### config.mk
export PLATFORM = sky130hd
export DESIGN_NAME = tcu_timer8
export DESIGN_NICKNAME = d
export VERILOG_FILES = /design/src/rtl/tcu_timer8.v
export VERILOG_INCLUDE_DIRS = /design/src /design/src/pkg
export SDC_FILE = /design/constraint.sdc
export NUM_CORES = 1
export LEC_CHECK = 0
export ABC_AREA = 1
export BUFFER_PORTS_ARGS = -buffer_cell sky130_fd_sc_hd__buf_4
export CAP_MARGIN = 20
export CORE_MARGIN = 8
export CORE_UTILIZATION = 50
export DETAILED_ROUTE_END_ITERATION = 8
export PLACE_DENSITY = 0.79
export SETUP_SLACK_MARGIN = 0.3
export SYNTH_ARGS = -nofsm -noshare
export SYNTH_HDL_FRONTEND = slang
export SYNTH_SLANG_ARGS = --single-unit
### constraint.sdc
create_clock -name ref_clk -period 5 [get_ports ref_clk]
set_clock_uncertainty 0.05 [all_clocks]
set_input_delay 1 -clock ref_clk [delete_from_list [all_inputs] [get_ports ref_clk]]
set_output_delay 1 -clock ref_clk [all_outputs]
set_load 0.02 [all_outputs]
### src/pkg/tcu_timer_consts.vh
`ifndef TCU_TIMER_CONSTS_VH
`define TCU_TIMER_CONSTS_VH

// ----------------------------------------
// Register byte offsets
// ----------------------------------------
`define TCU_OFS_CONTROL 5'h00
`define TCU_OFS_COUNT 5'h04
`define TCU_OFS_COMPARE 5'h08
`define TCU_OFS_STATUS 5'h0c
`define TCU_OFS_FLAG 5'h10

// ----------------------------------------
// Control fields
// ----------------------------------------
`define TCU_CTL_FORCE 7
`define TCU_CTL_WGM0 6
`define TCU_CTL_COM_HI 5
`define TCU_CTL_COM_LO 4
`define TCU_CTL_WGM1 3
`define TCU_CTL_CS_HI 2
`define TCU_CTL_CS_LO 0
`define TCU_CTL_RESET 8'h00

// ----------------------------------------
// Status fields
// ----------------------------------------
`define TCU_ST_ASYNC 3
`define TCU_ST_CNT_PEND 2
`define TCU_ST_CMP_PEND 1
`define TCU_ST_CTL_PEND 0

// ----------------------------------------
// Waveform modes, output modes, clock selects
// ----------------------------------------
`define TCU_WGM_NORMAL 2'h0
`define TCU_WGM_PCPWM 2'h1
`define TCU_WGM_CTC 2'h2
`define TCU_WGM_FAST 2'h3
`define TCU_COM_OFF 2'h0
`define TCU_COM_TOGGLE 2'h1
`define TCU_COM_CLEAR 2'h2
`define TCU_COM_SET 2'h3
`define TCU_CS_STOP 3'h0
`define TCU_CS_DIV1 3'h1
`define TCU_CS_DIV8 3'h2
`define TCU_CS_DIV32 3'h3
`define TCU_CS_DIV64 3'h4
`define TCU_CS_DIV128 3'h5
`define TCU_CS_DIV256 3'h6
`define TCU_CS_DIV1024 3'h7

// Prescaler tap masks: tick when the masked bits are all ones
`define TCU_MASK_DIV8 10'h007
`define TCU_MASK_DIV32 10'h01f
`define TCU_MASK_DIV64 10'h03f
`define TCU_MASK_DIV128 10'h07f
`define TCU_MASK_DIV256 10'h0ff
`define TCU_MASK_DIV1024 10'h3ff

`define TCU_COUNT_MAX 8'hff
`define TCU_COUNT_BOTTOM 8'h00

`endif

### src/rtl/tcu_timer8.v
// Behaviour
// Nonzero output mode hands the pin over to the compare output.
// Pin driver enabled only while the pin direction bit selects output.
// Non-PWM modes: 00 off, 01 toggle, 10 clear, 11 set on match.
// Fast PWM: 10 clear on match/set at bottom, 11 inverse, 01 reserved.
// Fast PWM, compare equals TOP, upper bit set: match ignored, bottom acts.
// Phase-correct: 10 clears up-counting, sets down-counting; 11 inverse.
// Phase-correct, compare equals TOP, upper bit set: action done at TOP.
// Clock select: stop, divide 1, 8, 32, 64, 128, 256, 1024.
// Counter register readable and writable directly by software.
// Counter write blocks compare match on the next timer tick.
// Compare value continuously matched against count; sets flag, drives pin.
// Async select bit 3 picks system clock or crystal input as source.
// Software reinitialises timer registers after changing async select.
// Async counter write sets busy bit 2 until value reaches counter.
// Async compare write sets busy bit 1 until transferred.
// Async control write sets busy bit 0 until transferred.
// Software never writes a register while its busy bit is set.
// Counter reads live count; compare and control read holding registers.
// Async holding value transfers after two crystal input rising edges.
// Match flag set on match, cleared by vector ack or writing one.
// Clock select stop holds the count with no matches or pin changes.
`timescale 1ns/1ps
`default_nettype none
`include "tcu_timer_consts.vh"

module tcu_timer8 #(
	parameter PRE_W = 10
) (
	// Clock and reset
	input wire ref_clk,
	input wire rst,
	// Avalon-MM slave
	input wire [4:0] avs_address,
	input wire avs_read,
	input wire avs_write,
	input wire [31:0] avs_writedata,
	output reg [31:0] avs_readdata,
	output wire avs_waitrequest,
	// Timer clock source
	input wire crystal_osc_input,
	// Pin and port logic
	input wire port_data,
	input wire port_dir,
	output reg compare_output_pin,
	output reg compare_output_pin_oe,
	// Match flag
	input wire vector_ack,
	output wire compare_match_flag
);

	// ----------------------------------------
	// Bus slave
	// ----------------------------------------
	reg ack_q;
	wire req = avs_read | avs_write;
	wire wr_take = avs_write & ack_q;
	assign avs_waitrequest = req & ~ack_q;

	always @(posedge ref_clk or posedge rst) begin
		if (rst) begin
			ack_q <= 1'b0;
		end else begin
			ack_q <= req & ~ack_q;
		end
	end

	wire wr_ctl = wr_take & (avs_address == `TCU_OFS_CONTROL);
	wire wr_cnt = wr_take & (avs_address == `TCU_OFS_COUNT);
	wire wr_cmp = wr_take & (avs_address == `TCU_OFS_COMPARE);
	wire wr_st = wr_take & (avs_address == `TCU_OFS_STATUS);
	wire wr_flag = wr_take & (avs_address == `TCU_OFS_FLAG);
	wire [7:0] wdata = avs_writedata[7:0];

	// ----------------------------------------
	// Source clock and async transfers
	// ----------------------------------------
	reg async_q;
	reg osc_q;
	wire osc_rise = crystal_osc_input & ~osc_q;
	wire src_pulse = async_q ? osc_rise : 1'b1;

	always @(posedge ref_clk or posedge rst) begin
		if (rst) begin
			async_q <= 1'b0;
			osc_q <= 1'b0;
		end else begin
			osc_q <= crystal_osc_input;
			if (wr_st) begin
				async_q <= wdata[`TCU_ST_ASYNC];
			end
		end
	end

	// Index 2 counter, 1 compare, 0 control, as in the status layout
	wire [2:0] wr_sel = {wr_cnt, wr_cmp, wr_ctl};
	wire [2:0] pend;
	wire [2:0] xfer;
	genvar i;
	generate
		for (i = 0; i < 3; i = i + 1) begin : g_pend
			reg pend_q;
			reg edge_q;
			// Second crystal rising edge completes the transfer
			assign xfer[i] = pend_q & osc_rise & edge_q;
			assign pend[i] = pend_q;
			always @(posedge ref_clk or posedge rst) begin
				if (rst) begin
					pend_q <= 1'b0;
					edge_q <= 1'b0;
				end else if (wr_sel[i] & async_q) begin
					pend_q <= 1'b1;
					edge_q <= 1'b0;
				end else if (xfer[i]) begin
					pend_q <= 1'b0;
					edge_q <= 1'b0;
				end else if (pend_q & osc_rise) begin
					edge_q <= 1'b1;
				end
			end
		end
	endgenerate

	// ----------------------------------------
	// Holding and active registers
	// ----------------------------------------
	reg [6:0] ctl_hold_q;
	reg [6:0] ctl_q;
	reg force_pend_q;
	reg [7:0] cmp_hold_q;
	reg [7:0] cmp_q;
	reg [7:0] cnt_hold_q;
	localparam [7:0] CTL_RST = `TCU_CTL_RESET;

	// Sync writes land at once, save compare in PWM modes; async ones wait for the transfer
	wire ctl_load = (wr_ctl & ~async_q) | xfer[0];
	wire cmp_load = (wr_cmp & ~async_q) | xfer[1];
	wire cnt_load = (wr_cnt & ~async_q) | xfer[2];
	wire force_now = (wr_ctl & ~async_q & wdata[`TCU_CTL_FORCE]) |
		(xfer[0] & force_pend_q);
	// Strobe acts on the mode being written, not the one it replaces
	wire [1:0] force_com = async_q ?
		ctl_hold_q[`TCU_CTL_COM_HI:`TCU_CTL_COM_LO] :
		wdata[`TCU_CTL_COM_HI:`TCU_CTL_COM_LO];
	wire force_pwm = async_q ? ctl_hold_q[`TCU_CTL_WGM0] :
		wdata[`TCU_CTL_WGM0];

	always @(posedge ref_clk or posedge rst) begin
		if (rst) begin
			ctl_hold_q <= CTL_RST[6:0];
			ctl_q <= CTL_RST[6:0];
			force_pend_q <= 1'b0;
			cmp_hold_q <= `TCU_COUNT_BOTTOM;
			cnt_hold_q <= `TCU_COUNT_BOTTOM;
		end else begin
			if (wr_ctl) begin
				ctl_hold_q <= wdata[6:0];
				force_pend_q <= wdata[`TCU_CTL_FORCE];
			end
			if (wr_cmp) begin
				cmp_hold_q <= wdata;
			end
			if (wr_cnt) begin
				cnt_hold_q <= wdata;
			end
			if (wr_ctl & ~async_q) begin
				ctl_q <= wdata[6:0];
			end else if (xfer[0]) begin
				ctl_q <= ctl_hold_q;
			end
		end
	end

	wire [1:0] wgm = {ctl_q[`TCU_CTL_WGM1], ctl_q[`TCU_CTL_WGM0]};
	wire [1:0] com = ctl_q[`TCU_CTL_COM_HI:`TCU_CTL_COM_LO];
	wire [2:0] cs = ctl_q[`TCU_CTL_CS_HI:`TCU_CTL_CS_LO];
	wire [7:0] cnt_src = async_q ? cnt_hold_q : wdata;
	wire [7:0] cmp_src = async_q ? cmp_hold_q : wdata;

	// ----------------------------------------
	// Prescaler
	// ----------------------------------------
	reg [PRE_W-1:0] pre_q;
	reg [PRE_W-1:0] tap;
	reg tick;

	always @(posedge ref_clk or posedge rst) begin
		if (rst) begin
			pre_q <= {PRE_W{1'b0}};
		end else if (src_pulse) begin
			pre_q <= pre_q + 1'b1;
		end
	end

	always @* begin
		tap = {PRE_W{1'b0}};
		case (cs)
		`TCU_CS_DIV8: tap = `TCU_MASK_DIV8;
		`TCU_CS_DIV32: tap = `TCU_MASK_DIV32;
		`TCU_CS_DIV64: tap = `TCU_MASK_DIV64;
		`TCU_CS_DIV128: tap = `TCU_MASK_DIV128;
		`TCU_CS_DIV256: tap = `TCU_MASK_DIV256;
		`TCU_CS_DIV1024: tap = `TCU_MASK_DIV1024;
		default: tap = {PRE_W{1'b0}};
		endcase
		// Stopped select yields no tick at all
		tick = src_pulse & (cs != `TCU_CS_STOP) &
			((pre_q & tap) == tap);
	end

	// ----------------------------------------
	// Counter and waveform
	// ----------------------------------------
	reg [7:0] cnt_q;
	reg [7:0] cnt_d;
	reg down_q;
	reg down_d;
	reg block_q;
	reg oc_q;
	reg oc_d;
	reg [7:0] cmp_d;
	reg flag_q;

	wire is_pwm = wgm[0];
	wire [7:0] top = (wgm == `TCU_WGM_CTC) ? cmp_q : `TCU_COUNT_MAX;
	wire match = (cnt_q == cmp_q) & ~block_q;
	wire top_case = com[1] & (cmp_q == `TCU_COUNT_MAX);
	wire at_max = (cnt_q == `TCU_COUNT_MAX);
	wire match_evt = tick & match;

	always @* begin
		cnt_d = cnt_q;
		down_d = down_q;
		oc_d = oc_q;
		cmp_d = cmp_q;
		if (tick) begin
			case (wgm)
			`TCU_WGM_FAST: begin
				cnt_d = cnt_q + 8'h01;
				if (at_max) begin
					// Compare buffer refreshes at bottom
					cmp_d = cmp_hold_q;
					if (com == `TCU_COM_CLEAR) begin
						oc_d = 1'b1;
					end else if (com == `TCU_COM_SET) begin
						oc_d = 1'b0;
					end
				end else if (match & ~top_case) begin
					if (com == `TCU_COM_CLEAR) begin
						oc_d = 1'b0;
					end else if (com == `TCU_COM_SET) begin
						oc_d = 1'b1;
					end
				end
			end
			`TCU_WGM_PCPWM: begin
				if (~down_q & at_max) begin
					down_d = 1'b1;
					cnt_d = cnt_q - 8'h01;
					cmp_d = cmp_hold_q;
				end else if (down_q & (cnt_q == `TCU_COUNT_BOTTOM)) begin
					down_d = 1'b0;
					cnt_d = cnt_q + 8'h01;
				end else if (down_q) begin
					cnt_d = cnt_q - 8'h01;
				end else begin
					cnt_d = cnt_q + 8'h01;
				end
				if (top_case & at_max & ~down_q) begin
					oc_d = (com == `TCU_COM_CLEAR);
				end else if (match & ~top_case & com[1]) begin
					// Lower bit picks polarity, direction picks edge
					oc_d = down_q ^ com[0];
				end
			end
			default: begin
				cnt_d = (cnt_q == top) ? `TCU_COUNT_BOTTOM :
					cnt_q + 8'h01;
				if (match) begin
					case (com)
					`TCU_COM_TOGGLE: oc_d = ~oc_q;
					`TCU_COM_CLEAR: oc_d = 1'b0;
					`TCU_COM_SET: oc_d = 1'b1;
					default: oc_d = oc_q;
					endcase
				end
			end
			endcase
		end
		// Forced compare acts only in non-PWM modes
		if (force_now & ~force_pwm) begin
			case (force_com)
			`TCU_COM_TOGGLE: oc_d = ~oc_q;
			`TCU_COM_CLEAR: oc_d = 1'b0;
			`TCU_COM_SET: oc_d = 1'b1;
			default: oc_d = oc_q;
			endcase
		end
		if (cmp_load) begin
			// Non-PWM modes take the compare value at once
			if (~is_pwm | ~async_q) begin
				cmp_d = is_pwm ? cmp_q : cmp_src;
			end
		end
		if (cnt_load) begin
			cnt_d = cnt_src;
		end
	end

	always @(posedge ref_clk or posedge rst) begin
		if (rst) begin
			cnt_q <= `TCU_COUNT_BOTTOM;
			down_q <= 1'b0;
			block_q <= 1'b0;
			oc_q <= 1'b0;
			cmp_q <= `TCU_COUNT_BOTTOM;
			flag_q <= 1'b0;
		end else begin
			cnt_q <= cnt_d;
			down_q <= down_d;
			oc_q <= oc_d;
			cmp_q <= cmp_d;
			// Write arms the block; the next tick consumes it
			if (cnt_load) begin
				block_q <= 1'b1;
			end else if (tick) begin
				block_q <= 1'b0;
			end
			// Set beats a clear in the same cycle
			if (match_evt) begin
				flag_q <= 1'b1;
			end else if (vector_ack | (wr_flag & wdata[0])) begin
				flag_q <= 1'b0;
			end
		end
	end

	assign compare_match_flag = flag_q;

	// ----------------------------------------
	// Pin mux
	// ----------------------------------------
	always @(posedge ref_clk or posedge rst) begin
		if (rst) begin
			compare_output_pin <= 1'b0;
			compare_output_pin_oe <= 1'b0;
		end else begin
			compare_output_pin <= (com != `TCU_COM_OFF) ? oc_q :
				port_data;
			compare_output_pin_oe <= port_dir;
		end
	end

	// ----------------------------------------
	// Read data
	// ----------------------------------------
	always @(posedge ref_clk or posedge rst) begin
		if (rst) begin
			avs_readdata <= 32'h00000000;
		end else if (avs_read & ~ack_q) begin
			case (avs_address)
			`TCU_OFS_CONTROL: avs_readdata <= {25'h0000000, ctl_hold_q};
			`TCU_OFS_COUNT: avs_readdata <= {24'h000000, cnt_q};
			`TCU_OFS_COMPARE: avs_readdata <= {24'h000000, cmp_hold_q};
			`TCU_OFS_STATUS: avs_readdata <= {28'h0000000, async_q, pend};
			`TCU_OFS_FLAG: avs_readdata <= {31'h00000000, flag_q};
			default: avs_readdata <= 32'h00000000;
			endcase
		end
	end

endmodule

`default_nettype wire

# Word level (Yosys, flattened, before mapping)
# Index checks and enable logic that the tools add are counted.
[totals] ff_bits=104 inputBits=45 wordCells=188 out_inout_bits=36
[classes] mux=60 eq_ne=29 addsub=3 bitwise=53 reduce_logical=19
[op_table] op="2-to-1 mux 8 bit" count=15
[op_table] op="one-hot mux 10 bit (6 select lines)" count=1
[op_table] op="one-hot mux 8 bit (5 select lines)" count=1
[op_table] op="AND 1 bit" count=36
[op_table] op="2-to-1 mux 1 bit" count=35
[op_table] op="one-hot mux 8 bit (2 select lines)" count=2
[op_table] op="nonzero test 2 bit" count=9
[op_table] op="== test 8 bit" count=2
[op_table] op="== test 8 bit, second input constant" count=2
[op_table] op="2-to-1 mux 7 bit" count=2
[op_table] op="== test 2 bit, second input constant" count=6
[op_table] op="== test 3 bit, second input constant" count=4
[op_table] op="!= test 4 bit, second input constant" count=3
[op_table] op="nonzero test 3 bit" count=4
[op_table] op="adder 10 x 1 -> 10 bit, second input constant" count=1
[op_table] op="AND 10 bit" count=1
[op_table] op="== test 10 bit" count=1
[op_table] op="== test 5 x 4 -> 1 bit, second input constant" count=2
[op_table] op="inverter 1 bit" count=9
[op_table] op="adder 8 x 1 -> 8 bit, second input constant" count=1
[op_table] op="logical NOT 8 bit" count=1
[op_table] op="subtractor 8 x 1 -> 8 bit, second input constant" count=1
[op_table] op="AND reduction 7 bit" count=1
[op_table] op="== test 2 x 1 -> 1 bit, second input constant" count=3
[op_table] op="14 further kinds" count=21

# Logic depth before layout (Yosys ltp)
[logic_depth] ltp_word=10 depth_mapped=15 mapped_depth_nobuf=15

# Worst setup path before layout
# Ideal clock, no wire load.
[synth_path] path_kind="input port to output port" startpoint="in avs_write" endpoint="out avs_waitrequest" path_slack_ps=2620 cell_stages=2 arrival_time_ps=1330 path_buffers=0 cell_sequence="nor2_1 > nor2_1"
[synth_via] elab_chain_cells=2
[synth_lines] item="start, declared" line="tcu_timer8.v:36" rtl="input wire avs_write,"
[synth_lines] item="bitwise OR 1 bit" line="tcu_timer8.v:56" rtl="wire req = avs_read | avs_write;"
[synth_lines] item="AND 1 bit" line="tcu_timer8.v:58" rtl="assign avs_waitrequest = req & ~ack_q;"
[synth_lines] item="end, declared" line="tcu_timer8.v:39" rtl="output wire avs_waitrequest,"
# Every way passes these cells.

# Final worst setup path
[layout_path] startpoint="in avs_address[0]" endpoint="reg oc_q"
[layout_via] elab_chain_cells=8 word_cells_on_any_way=15
[layout_lines] item="start, declared" line="tcu_timer8.v:34" rtl="input wire [4:0] avs_address,"
[layout_lines] item="logical NOT 5 bit (*)"
[layout_lines] item="AND 1 bit (*)" line="tcu_timer8.v:68" rtl="wire wr_ctl = wr_take & (avs_address == `TCU_OFS_CONTROL);"
[layout_lines] item="AND 1 bit (*) (2 in series)" line="tcu_timer8.v:139" rtl="wire force_now = (wr_ctl & ~async_q & wdata[`TCU_CTL_FORCE]) |"
[layout_lines] item="bitwise OR 1 bit (*)" line="tcu_timer8.v:139"
[layout_lines] item="AND 1 bit (*)" line="tcu_timer8.v:291" rtl="if (force_now & ~force_pwm) begin"
[layout_lines] item="!= test 4 x 1 -> 1 bit (no source line) (tied with other cells)"
[layout_lines] item="AND reduction 7 bit (no source line)"
[layout_lines] item="end signal, assigned" line="tcu_timer8.v:315" rtl="oc_q <= 1'b0;"
[layout_lines] item="end signal, assigned" line="tcu_timer8.v:321" rtl="oc_q <= oc_d;"
[layout_lines] item="end, declared" line="tcu_timer8.v:219" rtl="reg oc_q;"
# Mark *: on every way between the ends. The rest lies on a longest branch, timed or not.
# A chain may end at the register's enable or synchronous reset.

==> results.md <==
* CP Cell Sequence: buf_4, inv_1, nand2_1, inv_1, nand3_1, nor2_1, buf_4, nand2_1, o22ai_1, nand2_1, nand2_1, nand2_1, nand3_1, nand2_1
* Worst Setup Start Kind: input port
* Half-perimeter wire length after placement at 10800 um
* Min Hold Slack at 422 ps
* Critical Path Sink Type: flip-flop
* Gpl congestion at 0.965
* Clock tree from TritonCTS: built
* Clock sinks at 80
* Netlist cell types at 39
* Die Height at 117 um
* Critical Path RT at 5210 ps
* Post-synth top area share at 39.6%
* CP most frequent cell: nand2_1
* Average wire per standard cell at 16.5 um
* Max Slew Vio Count at 0
* CTS Buf Count at 9
* Sequential-to-total area share from yosys stat at 39.6%
* Core area at 9820 um^2
* Post-cts gate resize count at 0
* Tcrit/Tclk final at 55.6%
* Effective utilization at floorplan at 51.5%
* Routed Wire Length at 14400 um
* Yosys warnings at 0
* Routed Antenna Nets at 0
* Vias in the first global route at 4460
* Crit path largest cell delay at 360 ps
* Worst-Margin Slew at 720 ps
* PD cells at 446 nW/um^2
* Slew margin rel. at 51.9%
* Global-route wire length before repair at 23100 um
* Number of synthesized flops with an enable pin at 0
* Worst-path maximum fanout at 15
* Fraction of registers with async set/reset at 100%
* Ratio of cells with drive above 1 in the final layout at 9.80%
* Crit path kind: input port to flip-flop
* Post-CTS Hold Fix Bufs at 0
* Grt total ovfl at 0
* Synth Register Bits at 80
* Clk buf depth at 2
* Dominant synthesized flop cell: dfrtp_1
* Diode count at 0
* Pre-antenna DRT Iters at 7
* Overall power at 2.47 mW
* Initial antenna violation count at 0
* Buf+Inv Stages, Crit Path at 4
* Reg-to-reg setup timing slack at 2450 ps
* Area delta synth->final at 9.28%
* Nets at 790
* Cell accounting for the most synthesized area: dfrtp_1
* Leakage at 2.76 nW
* Initial DRC Count at 488
* Top cells by area, synth: dfrtp_1 (40%), nand2_1 (15%), o21ai_0 (7.8%), inv_1 (6.1%), nand3_1 (4.4%)
* Clk_lat worst skew at 370 ps
* Mapped Area at 5060 um^2
* Max cap viols at 0
* Via count at 4810
* Endpoints failing setup at 0
* Root buf cell: clkbuf_8
* Maximum vdd drop at 0.000251 V
* Outcome: finished, final reports clean
* Row count at 36
* Final hold violation count at 0
* GRT Util Overall at 22.1%
* Avg Inst Size Synth at 7.10 um^2
* CTS clk-pin slew, worst paths at 90 ps
* Syn Inst Count at 712
* Unrepaired setup endpoints after global routing: no
* Die W at 117 um
* Arr. time, crit path at 2990 ps
* DRC viols at 0
* Die Footprint at 13600 um^2
* I/O Buffers at 32
* Vias per std cell at 5.48
* Setup bufs post-CTS at 0
* HP Class: flip-flop to flip-flop
* # H-tree levels at 3
* Final TNS setup at 0 ps
* Tmin final at 2780 ps
* Boundary pin count at 81
* Largest net degree at the start of global routing at 45
* CP max stage cell: o22ai_1
* CP top delay family: simple AND/OR/NAND/NOR gates
* F_max at 360 MHz
worst reg2reg max path: cells and delay by family (launching register included):
family	cells	cell delay (ps)
buffers and inverters	1	100
flip-flops	1	500
AND/OR/NAND/NOR	10	1550
adder cells (fa/ha/maj)	1	260
layout make-up:
type                       instances  area (um^2)
fill                             969         4290
tap                              133          166
clock inverter                     5         62.6
multi-input combinational        523         2540
sequential                        80         2000
inverter                          91          344
clock buffer                      11          151
timing repair buffer              35          263
through the flow:
stage,cells,setup slack [ps],area [um^2],utilization (%)
floorplan,735,1900,5140,-
global placement,862,1890,5310,54.1
detailed placement,862,1890,5310,54.1
CTS,878,2280,5530,56.3
global route,878,2000,5530,56.3
finish,878,2220,5530,56.3
registers in the layout (all words and copies together) (netlist names), 3 cells and up:
signal and cells:
cmp_hold_q 8, avs_readdata 8, cnt_hold_q 8, ctl_q 7, pre_q 10, cmp_q 8
cnt_q 8, g_pend.pend_q 3, ctl_hold_q 7, g_pend.edge_q 3
synthesized netlist by cell type, drive strengths merged, types with 2 or more instances:
cell type / number
nor3: 7
nand3: 45
o221ai: 4
o211ai: 10
o21ai: 93
a21oi: 22
o21a: 2
nor2: 52
clkinv: 3
xor2: 12
xnor2: 9
dfrtp: 80
nand4: 9
nand2: 209
clkbuf: 7
inv: 88
o22ai: 9
ha: 5
buf: 34
o31ai: 3
or2: 3
worst paths after layout:
kind                                       from                   endpoint  cells past startpoint
max                              avs_address[0]           oc_q$_DFFE_PP0P_                     14
min                        pre_q[4]$_DFFE_PP0P_       pre_q[4]$_DFFE_PP0P_                      1
max reg2reg                cnt_q[1]$_DFFE_PP0P_       cnt_q[1]$_DFFE_PP0P_                     12
min reg2reg                pre_q[4]$_DFFE_PP0P_       pre_q[4]$_DFFE_PP0P_                      1
max in group asynchronous                   rst  cnt_hold_q[1]$_DFFE_PP0P_                      3
min in group asynchronous                   rst       pre_q[6]$_DFFE_PP0P_                      2
layer usage:
layer | up-vias | global-route usage (%) | part of all wire (%)
met3 | 33 | 3.67 | 7.4
met2 | 221 | 35.3 | 47
met4 | 0 | 9.56 | 3.0
li1 | 2317 | - | -
met5 | - | 0 | 0
met1 | 2239 | 29.0 | 43
cells by family (layout without fill, tap and decap cells):
group,after synthesis,after routing,synth area share [%]
AND/OR/NAND/NOR,326,326,27.5
AO/OA/AOI/OAI,147,147,16.0
buffers and inverters,132,142,11.9
flip-flops,80,80,39.6
XOR/XNOR,21,21,3.64
adder cells (fa/ha/maj),5,5,1.24
other,1,24,0.0741
where the power goes:
group	internal (mW)	leakage [nW]	switching (mW)
registers	0.805	1.02	0.193
clock network	0.262	0.103	0.264
logic	0.329	1.63	0.613
total	1.40	2.76	1.07
placed cells by master (no fill, tap or decap), types with 3 or more instances in the layout:
| cell | count |
|---|---|
| a21oi_1 | 22 |
| o31ai_1 | 3 |
| buf_4 | 35 |
| xnor2_1 | 9 |
| inv_2 | 6 |
| nand2_1 | 204 |
| ha_1 | 5 |
| nand4_1 | 9 |
| o21ai_0 | 79 |
| inv_1 | 81 |
| nor2_2 | 3 |
| clkbuf_8 | 11 |
| nand2_4 | 3 |
| o22ai_1 | 9 |
| xor2_1 | 12 |
| o221ai_1 | 4 |
| o211ai_1 | 10 |
| dfrtp_1 | 80 |
| conb_1 | 24 |
| o21ai_1 | 14 |
| nand3_1 | 44 |
| nor2_1 | 47 |
| nor3_1 | 7 |
Note: power is estimated with default switching activity, not from simulation.
